**src/tws_params.svh**
```systemverilog
// constants for the three-wire serial memory shifter
`ifndef TWS_PARAMS_SVH
`define TWS_PARAMS_SVH
`define TWS_CORE_HZ 25000000
`define TWS_SCK_HZ 500000
`define TWS_HALF_CYCLES (`TWS_CORE_HZ / (2 * `TWS_SCK_HZ))
`define TWS_PIN_SEL_3WIRE 2'h3
`define TWS_MAX_BITS 4'h8
`define TWS_BIT_WFR 7
`define TWS_BIT_BUSY 6
`define TWS_BIT_HIZ 5
`define TWS_BIT_RD 4
`define TWS_CNT_MSB 3
`define TWS_DATA_RESET 8'h00
`endif

```
**src/tws_pkg.sv**
```systemverilog
// types for the three-wire serial memory shifter
package tws_pkg;
  typedef enum logic [1:0] {
    TWS_IDLE = 2'b00,
    TWS_LOW = 2'b01,
    TWS_HIGH = 2'b11,
    TWS_WAIT = 2'b10
  } tws_state_t;
  typedef struct packed {
    logic waitReady;
    logic releaseLine;
    logic readDir;
    logic [3:0] shiftLength;
  } tws_cmd_t;
endpackage : tws_pkg

```
**src/tws_shifter.sv**
```systemverilog
// three-wire serial memory shifter driven by a control and a data register
`timescale 1ns/10ps
`include "tws_params.svh"

module tws_shifter #(
  // core cycles per half period of the serial clock; keep it at 3 or more
  // so a read bit has crossed the synchroniser before it is sampled
  parameter logic [4:0] HALF_CYCLES = 5'(`TWS_HALF_CYCLES)
) (
  input wire logic core_clk,
  input wire logic rst_b,
  input wire logic [1:0] memoryPinSelect,
  input wire logic ctrlWrite,
  input wire logic dataWrite,
  input wire logic [7:0] writeData,
  output logic [7:0] ctrlReadData,
  output logic [7:0] dataReadData,
  output logic transferDoneInterrupt,
  output logic serialClk,
  input wire logic serialDataIn,
  output logic serialDataOut,
  output logic serialDataOe
);
  import tws_pkg::*;

  //////////////////////////////////////////////////////////////////////
  // sequencer state and latched command
  tws_state_t state;
  tws_state_t next_state;
  tws_cmd_t cmd;
  tws_cmd_t next_cmd;

  // serial clock timing and bit count
  logic [4:0] halfCnt;
  logic [4:0] next_halfCnt;
  logic [3:0] bitsLeft;
  logic [3:0] next_bitsLeft;
  logic halfEnd;
  logic lastRise;

  // shifter, busy and pin drive
  logic [7:0] shiftReg;
  logic [7:0] next_shiftReg;
  logic busy;
  logic next_busy;
  logic next_serialClk;
  logic next_serialDataOut;
  logic next_serialDataOe;

  // register read views and done pulse
  logic next_done;
  logic [7:0] next_ctrlReadData;
  logic [7:0] next_dataReadData;

  // data line synchroniser and decodes
  logic sdiMeta;
  logic sdiSync;
  logic sdiPrev;
  logic sdiRise;
  logic [3:0] clampLen;
  logic cmdAccept;

  //////////////////////////////////////////////////////////////////////
  // data line synchroniser and rising edge detect
  always_ff @(posedge core_clk or negedge rst_b)
  begin
    if (!rst_b)
    begin
      // low matches the line driven low in reset, so no false ready edge
      sdiMeta <= 1'b0;
      sdiSync <= 1'b0;
      sdiPrev <= 1'b0;
    end
    else
    begin
      sdiMeta <= serialDataIn;
      sdiSync <= sdiMeta;
      sdiPrev <= sdiSync;
    end
  end

  // ready edge seen on the data line; only the wait state reads it,
  // so edges made while shifting are harmless
  assign sdiRise = sdiSync & ~sdiPrev;

  // requested length limited to eight bits
  assign clampLen = (writeData[`TWS_CNT_MSB:0] > `TWS_MAX_BITS) ?
                    `TWS_MAX_BITS : writeData[`TWS_CNT_MSB:0];

  // end of one half period of the serial clock
  assign halfEnd = (halfCnt == HALF_CYCLES - 5'd1);

  // a control write is taken only between commands in three-wire mode
  assign cmdAccept = ctrlWrite && (state == TWS_IDLE) &&
                     (memoryPinSelect == `TWS_PIN_SEL_3WIRE);

  // the rising edge about to be made is the last of the command
  assign lastRise = halfEnd && (bitsLeft == 4'd1);

  //////////////////////////////////////////////////////////////////////
  // command sequencer, next values
  always_comb
  begin
    next_state = state;
    next_cmd = cmd;
    next_halfCnt = halfCnt;
    next_bitsLeft = bitsLeft;
    next_shiftReg = shiftReg;
    next_busy = busy;
    next_serialClk = serialClk;
    next_serialDataOut = serialDataOut;
    next_serialDataOe = serialDataOe;
    next_done = 1'b0;
    case (state)
      TWS_IDLE:
      begin
        // data register written by the processor between commands
        // writes during a command are dropped, the shifter owns it then
        if (dataWrite)
        begin
          next_shiftReg = writeData;
        end
        // a control write launches a command in three-wire mode
        if (cmdAccept)
        begin
          next_cmd.readDir = writeData[`TWS_BIT_RD];
          next_cmd.releaseLine = writeData[`TWS_BIT_HIZ];
          // wait-ready only counts with release set
          next_cmd.waitReady = writeData[`TWS_BIT_WFR] &
                               writeData[`TWS_BIT_HIZ];
          next_cmd.shiftLength = clampLen;
          next_bitsLeft = clampLen;
          next_halfCnt = 5'd0;
          next_busy = 1'b1;
          next_serialClk = 1'b0;
          if (clampLen == 4'd0)
          begin
            // no clocks, data line just obeys release
            next_serialDataOe = ~writeData[`TWS_BIT_HIZ];
            next_serialDataOut = 1'b0;
            next_state = TWS_HIGH;
          end
          else
          begin
            // reads leave the line to the memory, writes present the msb
            next_serialDataOe = ~writeData[`TWS_BIT_RD];
            next_serialDataOut = next_shiftReg[7];
            next_state = TWS_LOW;
          end
        end
      end
      TWS_LOW:
      begin
        // clock low half, then rising edge
        next_halfCnt = halfCnt + 5'd1;
        if (halfEnd)
        begin
          next_halfCnt = 5'd0;
          next_serialClk = 1'b1;
          next_bitsLeft = bitsLeft - 4'd1;
          if (cmd.readDir)
          begin
            // sample at the rising edge, shift in from the bottom
            // the synchronised bit is a few cycles old, well inside the low half
            next_shiftReg = {shiftReg[6:0], sdiSync};
          end
          else
          begin
            // bit just sent leaves through the top
            next_shiftReg = {shiftReg[6:0], 1'b0};
          end
          if (lastRise && cmd.releaseLine)
          begin
            // last rising edge: let go of the data line at once
            next_serialDataOe = 1'b0;
          end
          next_state = TWS_HIGH;
        end
      end
      TWS_HIGH:
      begin
        // clock high half, then falling edge or finish
        next_halfCnt = halfCnt + 5'd1;
        // a zero-length command without wait-ready ends one cycle after it starts, with no clock
        if (halfEnd || cmd.shiftLength == 4'd0)
        begin
          next_halfCnt = 5'd0;
          next_serialClk = 1'b0;
          if (bitsLeft != 4'd0)
          begin
            // next write bit changes while the clock is low
            next_serialDataOut = shiftReg[7];
            next_state = TWS_LOW;
          end
          else if (cmd.waitReady)
          begin
            next_state = TWS_WAIT;
          end
          else
          begin
            next_busy = 1'b0;
            next_done = 1'b1;
            next_state = TWS_IDLE;
          end
        end
      end
      TWS_WAIT:
      begin
        // memory signals ready by raising the released data line
        // a line already high on entry does not count, only a new rise does
        if (sdiRise)
        begin
          next_busy = 1'b0;
          next_done = 1'b1;
          next_state = TWS_IDLE;
        end
      end
      default:
      begin
        next_state = TWS_IDLE;
        next_busy = 1'b0;
        next_serialClk = 1'b0;
      end
    endcase
  end

  //////////////////////////////////////////////////////////////////////
  // register read views, next values
  always_comb
  begin
    // busy in bit 6, write-only bits read zero
    next_ctrlReadData = 8'h00;
    next_ctrlReadData[`TWS_BIT_BUSY] = next_busy;
    // data register shows the shifter, read bits right-aligned
    next_dataReadData = next_shiftReg;
  end

  //////////////////////////////////////////////////////////////////////
  // register read views and done pulse, registers
  always_ff @(posedge core_clk or negedge rst_b)
  begin
    if (!rst_b)
    begin
      transferDoneInterrupt <= 1'b0;
      ctrlReadData <= 8'h00;
      dataReadData <= `TWS_DATA_RESET;
    end
    else
    begin
      transferDoneInterrupt <= next_done;
      ctrlReadData <= next_ctrlReadData;
      dataReadData <= next_dataReadData;
    end
  end

  //////////////////////////////////////////////////////////////////////
  // command sequencer, registers
  always_ff @(posedge core_clk or negedge rst_b)
  begin
    if (!rst_b)
    begin
      state <= TWS_IDLE;
      cmd <= '0;
      halfCnt <= 5'd0;
      bitsLeft <= 4'd0;
      shiftReg <= `TWS_DATA_RESET;
      busy <= 1'b0;
      serialClk <= 1'b0;
      serialDataOut <= 1'b0;
      // line driven low in reset so the memory never sees it floating
      serialDataOe <= 1'b1;
    end
    else
    begin
      state <= next_state;
      cmd <= next_cmd;
      halfCnt <= next_halfCnt;
      bitsLeft <= next_bitsLeft;
      shiftReg <= next_shiftReg;
      busy <= next_busy;
      serialClk <= next_serialClk;
      serialDataOut <= next_serialDataOut;
      serialDataOe <= next_serialDataOe;
    end
  end

endmodule : tws_shifter

```
**config.mk**
```make
export PLATFORM = sky130hd
export DESIGN_NAME = tws_shifter
export DESIGN_NICKNAME = d
export VERILOG_FILES = /design/src/tws_pkg.sv /design/src/tws_shifter.sv
export VERILOG_INCLUDE_DIRS = /design/src
export SDC_FILE = /design/constraint.sdc
export NUM_CORES = 1
export LEC_CHECK = 0
export BUFFER_PORTS_ARGS = -buffer_cell sky130_fd_sc_hd__buf_2
export CAP_MARGIN = 20
export CORE_UTILIZATION = 49
export CTS_CLUSTER_SIZE = 28
export DETAILED_ROUTE_END_ITERATION = 10
export PLACE_DENSITY = 0.73
export REMOVE_ABC_BUFFERS = 1
export SLEW_MARGIN = 20
export SYNTH_ARGS = -nofsm -noshare
export SYNTH_HDL_FRONTEND = slang
export SYNTH_SLANG_ARGS = --single-unit
```
**constraint.sdc**
```tcl
create_clock -name core_clk -period 1.7 [get_ports core_clk]
set_input_delay 0.34 -clock core_clk [delete_from_list [all_inputs] [get_ports core_clk]]
set_output_delay 0.34 -clock core_clk [all_outputs]
set_load 0.01 [all_outputs]
```
==> results of run 1 <==
-- sequential cells by signal (all words and copies together), names as in the netlist, 2 cells and up --
register	cells
halfCnt	5
cmd	7
bitsLeft	4
shiftReg	8
state	2
-- kinds of logic after synthesis --
logic type	synth area share, %
adder cells (fa/ha/maj)	2.76
multiplexers	9.24
XOR/XNOR	1.45
AND/OR/NAND/NOR	17.9
buffers and inverters	6.07
AO/OA/AOI/OAI	15.4
flip-flops	47.0
other	0.207
-- what timing repair did --
action | in CTS | in global routing
resized for setup | 11 | 30
hold endpoints to repair | 0 | 0
hold buffers | 0 | 0
setup endpoints to repair | 18 | 19
pin swaps | 7 | 8
buffers inserted | 5 | 1
-- power groups by stage --
stage                     combinational [mW]  clock, mW  sequential, mW
after floorplan                        0.663          0            1.32
after global placement                  1.28          0            1.22
after detailed placement                1.34          0            1.24
after CTS                               1.41      0.756            1.24
after global routing                    1.75      0.800            1.28
final                                   1.63      0.752            1.26
-- area by class of cell --
cell class	count	area [um^2]
tap	46	57.6
fill	232	972
clock buffer	5	68.8
multi-input combinational	133	998
sequential	34	852
clock inverter	3	45.0
timing repair buffer	62	425
inverter	6	22.5
-- stage by stage --
stage	instance area, um^2	total power, mW
final	2470	3.63
after global routing	2470	3.83
after CTS	2360	3.40
after detailed placement	2170	2.58
after global placement	2170	2.51
after floorplan	1750	1.98
-- worst max-delay path by stage --
stage                     depth (start not counted)  slack (ns)               to         from
after floorplan                                   4       -0.15         state[1]       cmd[1]
after global placement                            4       -0.14         state[1]       cmd[1]
after detailed placement                          6       -0.19  ctrlReadData[6]  bitsLeft[0]
after CTS                                         4       -0.13         state[1]       cmd[0]
after global routing                              4       -0.20         state[1]       cmd[0]
final                                             4       -0.12         state[1]       cmd[0]
-- routing by layer --
metal	track usage, %	vias up	share of wire, %
li1	-	745	-
met4	12.5	0	2.3
met2	38.0	84	49
met3	6.57	14	6.7
met5	0	-	0
met1	31.0	791	42
-- worst register-to-register path: stages (launching register included) --
cell	delay, ns
sky130_fd_sc_hd__dfrtp_1	0.38
sky130_fd_sc_hd__or4_4	0.55
sky130_fd_sc_hd__o211a_4	0.25
sky130_fd_sc_hd__a311oi_2	0.19
sky130_fd_sc_hd__mux2_1	0.34
-- cell usage after synthesis, drive strengths merged (2+ instances only) --
| cell type | n |
|---|---|
| nor2 | 9 |
| xnor2 | 2 |
| a21oi | 4 |
| ha | 4 |
| nand2b | 4 |
| or2 | 3 |
| a311oi | 2 |
| buf | 9 |
| mux2 | 14 |
| nand3 | 13 |
| nand2 | 25 |
| dfrtp | 33 |
| inv | 6 |
| a32o | 2 |
| a22o | 6 |
| nor4 | 2 |
| clkbuf | 6 |
| o21ai | 14 |
| nor2b | 3 |
==> out/results.txt, run 1 <==
The tools report the worst-case setup margin in the final layout as -0.124 ns. The run gives 8 as the final setup violation count. The H-tree was split into 2 levels. The run gives 261 as the number of nets in the final layout. TritonCTS built the clock tree. For the part of the power in the clock network, the log shows 20.7%. In the layout the commonest cells are sky130_fd_sc_hd__dfrtp_1, sky130_fd_sc_hd__buf_4, sky130_fd_sc_hd__buf_2.

Share of layout cells above drive strength 1: 45.3%. The tools report the launching element type of the critical path as a flop. For this run, the share of the core covered by cells in the final layout is 71.8%. Across the VDD grid, the largest voltage drop is 1120 uV. The congestion estimate from routability-driven global placement came to 0.810. The worst setup path is captured at a flop. In this run the horizontal extent of the chip is 62.9 um.

Detailed routing inserted a total of 1634 vias. The first global-routing pass estimated 7.31 mm of wire. The largest buffer count on any clock path was 2; the clock latency reported for the late side of the worst-skew pair was 0.30 ns.

The type of the setup path with the least slack was flop to flop. The largest fanout on the critical path was 3; the endpoint required time on the critical path was 1.88 ns. Across every metal layer, demand over resource in global routing totals 24.4%. Timing would allow up to 548 MHz. In this design, the stage delay of the slowest critical-path cell is 0.55 ns. For this design the static power due to leakage is 1.18 nW. The logic depth of the worst register-to-register path is 4, and the distinct cell type count of the synthesized netlist is 44. Adding up every negative setup slack in the final design gives -0.533 ns. On the critical path, the stage with the largest delay is an instance of sky130_fd_sc_hd__or4_4. The final critical path takes up 107% of the cycle. The startpoint identified for the worst register-to-register timing path is cmd[0]. The kind of cell with the highest combined delay along the critical path is simple AND/OR/NAND/NOR gates. Clock slew seen by the registers of the worst setup and hold paths: 0.07 ns. The final critical-path required period works out to 1.82 ns. The switching part of the total was 34.9%; the max-slew violation count was 0. The number of remaining DRC errors is 0, and the total of max-cap violations is 0. During placement, the flow inserted port buffers numbering 27.

Hold timing on the final database bottoms out at a slack of 0.0677 ns. The tools report the number of antenna violations at the first check in global routing as 0. Traced cell by cell, the critical path runs through or4_4 -> o211a_4 -> a311oi_2 -> mux2_1. Share of total power in sequential cells: 34.6%. The worst clock skew on the final layout was 0.00552 ns.

Synthesis handed over a netlist of 182 instances. For this design the ratio of total power to cell area is 1470 nW/um^2. The per-cell via count in the routed design was 5.65; the total grt overflow was 0.

Once the floorplan was initialized, standard cells occupied 52.7% of the core. Summed over all nets, the switching power comes to 1.27 mW. After synthesis, flip-flops and latches occupy 47.0% of the total area. The area growth from synthesis to layout is 36.1%. Prior to clock tree synthesis, the placed netlist has a worst setup slack of -0.191 ns.

The worst hold path belongs to the class primary input to asynchronous set/reset pin. For the number of placement rows, the log shows 21. The flow ran to the end, but the final reports show violations.

The placed cell count is 275. Once detail routing completed, the nets flagged for antenna violations numbered 0. The proportion of register bits with asynchronous set or reset after synthesis is 100%, and the non-filler instance count after layout is 289. The tools report the sum of net half-perimeters after detailed placement as 2.92 mm. The total buffers and inverters traversed by the critical path is 0, and the area fraction of the dominant cell type after synthesis is 45.5%. At the worst endpoint, the arrival time is 2.00 ns. The dominant cell type by area after synthesis is sky130_fd_sc_hd__dfrtp_1.

The number of global-route vias before repair is 1613. The number of clock buffers added by TritonCTS is 5. During synthesis, Yosys emitted a total of 0 warnings. Count of final hold-check violations: 0. The detailed router finished its first iteration with 85 violations. The worst reg-to-reg setup slack was -0.12 ns; the combinational cell fraction of total power was 44.7%. The floorplan step set the die height to 62.9 um. The destination of the worst register-to-register timing path was state[1]. Pin placement for this block handled 35 I/O pins.

The cell area that synthesis handed to floorplanning was 1810 um^2. The average footprint of a synthesized cell works out to 9.97 um^2. Yosys mapped a number of flops with a built-in enable equal to 0. The final reports fail on setup timing.

The library cell used most frequently in the layout, excluding fill and tap cells, is sky130_fd_sc_hd__dfrtp_1. Dividing the detail-routed wire length by the instance count gives 16.2 um. The number of antenna cells inserted came out at 0. Among all flip-flop cells after synthesis, the most frequent one is sky130_fd_sc_hd__dfrtp_1. The root buffer cell chosen for the clock tree is sky130_fd_sc_hd__clkbuf_8. Synthesized flop and latch total: 34.

The final wirelength is 4.68 mm. Setup repair after global routing could not meet its margin everywhere. For this run, the detailed router's first-pass iteration total came to 5. After synthesis, the cell types taking the most area are sky130_fd_sc_hd__dfrtp_1, sky130_fd_sc_hd__mux2_2, sky130_fd_sc_hd__nand2_1. The logs give 35 for the maximum number of pins on one net before global-route repair and 2.36 mW for the internal cell power.

The total number of clock tree sinks came out at 34. The core region is 3440 um^2. The die covers 3950 um^2.
No activity file was read; power rests on OpenSTA's default activity.
==> inputs of run 2 (changes only) <==
--- a/config.mk
+++ b/config.mk
@@ -8,10 +8,10 @@
 export LEC_CHECK = 0
 export BUFFER_PORTS_ARGS = -buffer_cell sky130_fd_sc_hd__buf_2
 export CAP_MARGIN = 20
-export CORE_UTILIZATION = 49
+export CORE_UTILIZATION = 54
 export CTS_CLUSTER_SIZE = 28
 export DETAILED_ROUTE_END_ITERATION = 10
-export PLACE_DENSITY = 0.73
+export PLACE_DENSITY = 0.76
 export REMOVE_ABC_BUFFERS = 1
 export SLEW_MARGIN = 20
 export SYNTH_ARGS = -nofsm -noshare
==> constraint.sdc (replaced) <==
create_clock -name core_clk -period 2.05 [get_ports core_clk]
set_input_delay 0.41 -clock core_clk [delete_from_list [all_inputs] [get_ports core_clk]]
set_output_delay 0.41 -clock core_clk [all_outputs]
set_load 0.01 [all_outputs]
==> out/results.txt, run 2 (synthesized netlist as in run 1, its figures left out) <==
The number of CTS-inserted buffers is 5 (unchanged). shiftReg holds more flip-flops than any other register. The deepest level of the CTS H-tree came out at 2 (unchanged). The number of I/O port buffers is 27 (unchanged), and the share of layout cells above drive strength 1 is 33.5% (-12 points). The largest voltage drop on the vdd net was 690 uV (-39%); the global-route wire length before repair was 6.24 mm (-15%). The run gives 0 (-5) as the post-CTS setup repair buffer count. The kind of end point of the critical path was a flop. The final critical-path required period works out to 1.97 ns (+0.143 ns). For the total grt overflow, the log shows 0 (unchanged).

The maximum frequency from static timing analysis is 508 MHz (-7.3%). The number of placement rows was 20 (-4.8%); the areal power density over the cells was 1130 nW/um^2 (-24%). The endpoint required time on the critical path was 2.27 ns (+0.39 ns); the flip-flop count of the largest register, all copies and words added was 8 (unchanged). The run gives 2 (unchanged) as the largest buffer count on any clock path.

The number of remaining DRC errors is 0 (unchanged), and the floorplan core area is 3130 um^2 (-9.1%). The worst clock skew on the final layout is 0.0113 ns (+0.00577 ns), and the area of all placed cells without fillers is 2090 um^2 (-16%). The total of fill cells in the finished design is 247 (+6.5%), and the clock slew seen by the registers of the worst setup and hold paths is 0.11 ns (+0.04 ns).

The standby leakage power is 1.02 nW (-14%), and the final RePlAce weighted congestion is 0.889 (+9.8%). The tools report the sum of net half-perimeters after detailed placement as 2.92 mm (about the same). The root cell of the clock tree was sky130_fd_sc_hd__clkbuf_4. The tightest hold margin is 0.123 ns (+0.0556 ns), and the data arrival time of the critical path is 2.19 ns (+0.19 ns). The largest registers in the layout are shiftReg x8, cmd x7, halfCnt x5. The run gives 4 (-1) as the detailed-routing iteration count for the pre-antenna-repair pass. STA classifies the critical path startpoint as a flop.

For the number of antenna violations at the first check in global routing, the log shows 0 (unchanged). Maximum number of pins on one net before global-route repair: 35 (unchanged). The number of antenna cells inserted is 0 (unchanged). The tools report the total of max-cap violations as 0 (unchanged). The top cell types in the final layout, fill and taps aside, are sky130_fd_sc_hd__dfrtp_1, sky130_fd_sc_hd__buf_2, sky130_fd_sc_hd__nand2_1. The max-slew violation count is 0 (unchanged), and the count of final hold-check violations is 0 (unchanged). The number of nets in the final layout came out at 236 (-9.6%). The width of the die was 60.0 um (-4.6%); the per-cell via count in the routed design was 5.52 (-2.5%). The logs give 35 (unchanged) for the count of boundary I/O pins and 1445 (-12%) for the via total after detailed routing. The tools report the number of routed nets with antenna violations as 0 (unchanged). The number of global-route vias before repair is 1439 (-11%). Per-cell routed wire length: 14.7 um (-9.3%). Clock latency reported for the late side of the worst-skew pair: 0.33 ns (+0.03 ns). The library cell used most frequently in the layout, excluding fill and tap cells, is sky130_fd_sc_hd__dfrtp_1. The setup path with the least slack is of type flop to flop. The final period utilization works out to 95.9% (-11 points).

TritonCTS built the clock tree. The number of hold buffers added after cts is 0 (unchanged). The tools report the total global routing track utilization as 24.1% (-0.33 points). The vertical die dimension was 60.0 um (-4.6%); the area growth from synthesis to layout was 15.0%. Worst reg-to-reg setup slack: 0.08 ns (+0.21 ns). The initial detailed-routing violation count was 38 (-55%).

The largest fanout on the critical path was 8 (+5); the transition time of the tightest slew-check pin was 0.738 ns. Initial core utilization: 58.0% (+5.3 points). The logs give 34 (unchanged) for the total number of clock tree sinks and 50.8% for the relative slew slack. The total cell area at the placement stage was 2010 um^2 (-7.3%); the die area was 3600 um^2 (-9.0%). The run finished with clean final reports. The tools report the final setup violation count as 0 (-8).

The worst hold path belongs to the class primary input to asynchronous set/reset pin. Setup repair after global routing left no endpoint under its margin. The logs give 3.85 mm (-18%) for the final wirelength and 0 ns (+0.533 ns) for the final sum of negative setup slack. The run gives 0 (-11) as the number of instances resized during post-cts repair.
run 2: cell types whose count changed in the layout (fill, tap and decap cells not counted), moves of 5 or more:
cell,delta
sky130_fd_sc_hd__mux2_2,+8
sky130_fd_sc_hd__o21ai_0,+7
sky130_fd_sc_hd__mux2_4,-8
sky130_fd_sc_hd__clkbuf_4,+5
sky130_fd_sc_hd__buf_4,-20
run 2: path summary, 6_finish.rpt:
kind                               endpoint  cells past startpoint    startpoint
worst max-delay path               state[1]                      4        cmd[1]
worst min-delay path            bitsLeft[3]                      1         rst_b
worst max register to register     state[1]                      4        cmd[1]
worst min register to register      sdiSync                      0       sdiMeta
max in group asynchronous           sdiPrev                      1         rst_b
min in group core_clk               sdiMeta                      1  serialDataIn
run 2: layout make-up:
type                       instances  area, um^2  share of cell area, %
multi-input combinational        133         887                   42.5
sequential                        34         852                   40.8
timing repair buffer              37         210                   10.1
clock buffer                       7        55.1                   2.64
tap                               44        55.1                   2.64
inverter                           6        22.5                   1.08
clock inverter                     1        5.00                  0.240
run 2: report_power, final:
part           total (mW)  internal [mW]  switching [mW]
Sequential           1.07          0.878           0.189
Clock               0.382          0.166           0.216
Combinational       0.899          0.459           0.440
Total                2.35           1.50           0.845
run 2: critical path, stage by stage (launching register included):
cell and delay, ns:
sky130_fd_sc_hd__dfrtp_1 0.39, sky130_fd_sc_hd__or4_4 0.56, sky130_fd_sc_hd__o211a_4 0.29, sky130_fd_sc_hd__a311oi_2 0.26, sky130_fd_sc_hd__mux2_1 0.34
run 2: through the flow:
stage / util (%) / setup slack, ns / total power [mW] / std cells
global route: 66.7 / 0.00993 / 2.50 / 262
finish: 66.7 / 0.0834 / 2.35 / 262
global placement: 64.4 / 0.165 / 1.91 / 254
CTS: 66.3 / 0.0756 / 2.36 / 262
floorplan: - / 0.199 / 1.64 / 173
detailed placement: 64.4 / 0.103 / 1.97 / 254
run 2: routing by layer:
| layer | share of wire, % | global-route usage, % | vias to the layer above |
|---|---|---|---|
| met3 | 3.5 | 4.55 | 8 |
| met2 | 51 | 43.0 | 43 |
| met4 | 1.7 | 9.97 | 0 |
| li1 | - | - | 699 |
| met1 | 43 | 28.1 | 695 |
| met5 | 0 | 0 | - |
==> inputs of run 3 (changes only) <==
--- a/config.mk
+++ b/config.mk
@@ -11,7 +11,7 @@
 export CORE_UTILIZATION = 54
 export CTS_CLUSTER_SIZE = 28
 export DETAILED_ROUTE_END_ITERATION = 10
-export PLACE_DENSITY = 0.76
+export PLACE_DENSITY_LB_ADDON = 0.2
 export REMOVE_ABC_BUFFERS = 1
 export SLEW_MARGIN = 20
 export SYNTH_ARGS = -nofsm -noshare
==> out/results.txt, run 3 (synthesized netlist as in run 1, its figures left out) <==
The standby leakage power is 1.03 nW (+1.1%). More flip-flops sit in one register than any other, and that register is shiftReg. The tools report the deepest level of the CTS H-tree as 2 (unchanged). The tightest hold margin is 0.132 ns (+0.00857 ns), and the largest fanout on the critical path is 5 (-3). The total of fill cells in the finished design is 263 (+6.5%), and the non-filler instance count after layout is 263 (+0.38%).

The per-cell via count in the routed design came out at 5.55 (+0.58%). The initial detailed-routing violation count was 65 (+71%); the number of placement rows was 20 (unchanged). The run gives 35 (unchanged) as the count of boundary I/O pins.

The count of final hold-check violations is 0 (unchanged), and the die area is 3600 um^2 (unchanged). The flip-flop count of the largest register, all copies and words added is 8 (unchanged), and the number of global-route vias before repair is 1374 (-4.5%). The tools report the number of CTS-inserted buffers as 5 (unchanged). The final sum of negative setup slack is 0 ns (unchanged), and the transition time of the tightest slew-check pin is 0.761 ns (+0.0232 ns). Launching element type of the critical path: a flop. The run gives 1459 (+0.97%) as the via total after detailed routing. Type of the most critical hold path: primary input to asynchronous set/reset pin. The tools report the total of max-cap violations as 0 (unchanged).

The final RePlAce weighted congestion was 0.845 (-4.9%). The top cell types in the final layout, fill and taps aside, are sky130_fd_sc_hd__dfrtp_1, sky130_fd_sc_hd__buf_2, sky130_fd_sc_hd__nand2_1. The library cell used most frequently in the layout, excluding fill and tap cells, is sky130_fd_sc_hd__dfrtp_1. The largest registers in the layout are shiftReg x8, cmd x7, halfCnt x5. Vertical die dimension: 60.0 um (unchanged). TritonCTS built the clock tree.

The maximum number of pins on one net before global-route repair was 35 (unchanged); the total global routing track utilization was 24.3% (+0.22 points). The tools report the root cell of the clock tree as sky130_fd_sc_hd__clkbuf_4. The number of antenna cells inserted is 0 (unchanged), and the final wirelength is 3.85 mm (about the same). The run gives 0 (unchanged) as the max-slew violation count.

The clock slew seen by the registers of the worst setup and hold paths is 0.11 ns (about the same), and the area growth from synthesis to layout is 16.2%. The initial core utilization is 58.0% (unchanged), and the areal power density over the cells is 1180 nW/um^2 (+4.9%). The number of antenna violations at the first check in global routing is 0 (unchanged). Setup repair after global routing left no endpoint under its margin. The number of routed nets with antenna violations was 0 (unchanged); the width of the die was 60.0 um (unchanged).

The logs give 2.82 mm (-3.6%) for the sum of net half-perimeters after detailed placement and 518 MHz (+1.9%) for the maximum frequency from static timing analysis. For the global-route wire length before repair, the log shows 6.29 mm (+0.77%). The run finished with clean final reports. The final critical-path required period was 1.93 ns (-0.0371 ns). STA classifies the critical path endpoint as a flop.

The share of layout cells above drive strength 1 is 32.9% (-0.61 points), and the relative slew slack is 49.2% (-1.5 points). For the area occupied by multi-input gates, the log shows 876 um^2 (-1.3%). The worst clock skew on the final layout is 0.0137 ns (+0.00238 ns), and the total number of clock tree sinks is 34 (unchanged). The tools report the floorplan core area as 3130 um^2 (unchanged).

The tools report the endpoint required time on the critical path as 2.27 ns (about the same). The final setup violation count was 0 (unchanged). Type of the setup path with the least slack: flop to flop. The logs give 2010 um^2 (-0.37%) for the total cell area at the placement stage and 0 (unchanged) for the number of hold buffers added after cts.

The final period utilization was 94.1% (-1.8 points); the total grt overflow was 0 (unchanged). The data arrival time of the critical path was 2.15 ns (-0.04 ns); the number of nets in the final layout was 237 (+0.42%). The number of I/O port buffers was 27 (unchanged).

The detailed-routing iteration count for the pre-antenna-repair pass is 4 (unchanged). Clock latency reported for the late side of the worst-skew pair: 0.34 ns (about the same). The run gives 2110 um^2 (+1.0%) as the area of all placed cells without fillers.

The per-cell routed wire length was 14.6 um (-0.43%); the number of remaining DRC errors was 0 (unchanged). Placed cell count: 253 (-0.39%). The largest voltage drop on the vdd net was 658 uV (-4.5%). The combined flip-flop and latch cell area was 852 um^2 (unchanged). The run gives 2 (unchanged) as the largest buffer count on any clock path.
## run 3: cell types whose count changed in the layout (fill, tap and decap cells not counted), sizes merged
| cell | delta |
|---|---|
| bufinv | +1 |
| buf | +1 |
| clkinv | -1 |
## run 3: layout make-up
cell class | count | share of cell area (%)
Multi-Input combinational cell | 133 | 41.5
Clock buffer | 7 | 2.61
Clock inverter | 1 | 1.42
Tap cell | 44 | 2.61
Sequential cell | 34 | 40.4
Inverter | 6 | 1.07
Timing Repair Buffer | 38 | 10.3
## run 3: per-stage QoR
stage                     power, mW  worst slack (ns)  util, %
after global placement         1.91             0.169     64.2
after detailed placement       1.97            0.0639     64.2
after CTS                      2.48            0.0645     66.9
final                          2.49             0.121     67.4
after global routing           2.65            0.0141     67.4
after floorplan                1.64             0.199        -
## run 3: final timing paths
| kind | start | endpoint | slack [ns] | depth (start not counted) |
|---|---|---|---|---|
| min | rst_b | shiftReg[5] | 0.13 | 1 |
| min reg2reg | sdiMeta | sdiSync | 0.36 | 0 |
| max | cmd[1] | state[1] | 0.12 | 4 |
| max reg2reg | cmd[1] | state[1] | 0.12 | 4 |
| min in group core_clk | serialDataIn | sdiMeta | 0.17 | 1 |
| max in group asynchronous | rst_b | halfCnt[2] | 1.43 | 1 |
## run 3: per-layer routing
metal  track usage, %  share of wire, %  vias up
li1                 -                 -      700
met1             30.6                44      700
met2             40.6                50       51
met3             6.49               5.1        8
met4             7.31               1.5        0
met5                0                 0        -
## run 3: power breakdown
part	switching, mW	internal [mW]	leakage (nW)
clock	0.225	0.291	0.0455
sequential	0.188	0.878	0.422
combinational	0.435	0.470	0.559
total	0.849	1.64	1.03
## run 3: worst max-delay path: stages (launching register included)
cell and delay (ns):
sky130_fd_sc_hd__dfrtp_1 0.39, sky130_fd_sc_hd__or4_4 0.55, sky130_fd_sc_hd__o211a_4 0.28, sky130_fd_sc_hd__a311oi_2 0.24, sky130_fd_sc_hd__mux2_1 0.34
## run 3: timing repair
item | in CTS | in global routing
endpoints found under the setup margin | 0 | 8
buffers inserted | 0 | 2
gates resized for setup | 0 | 1
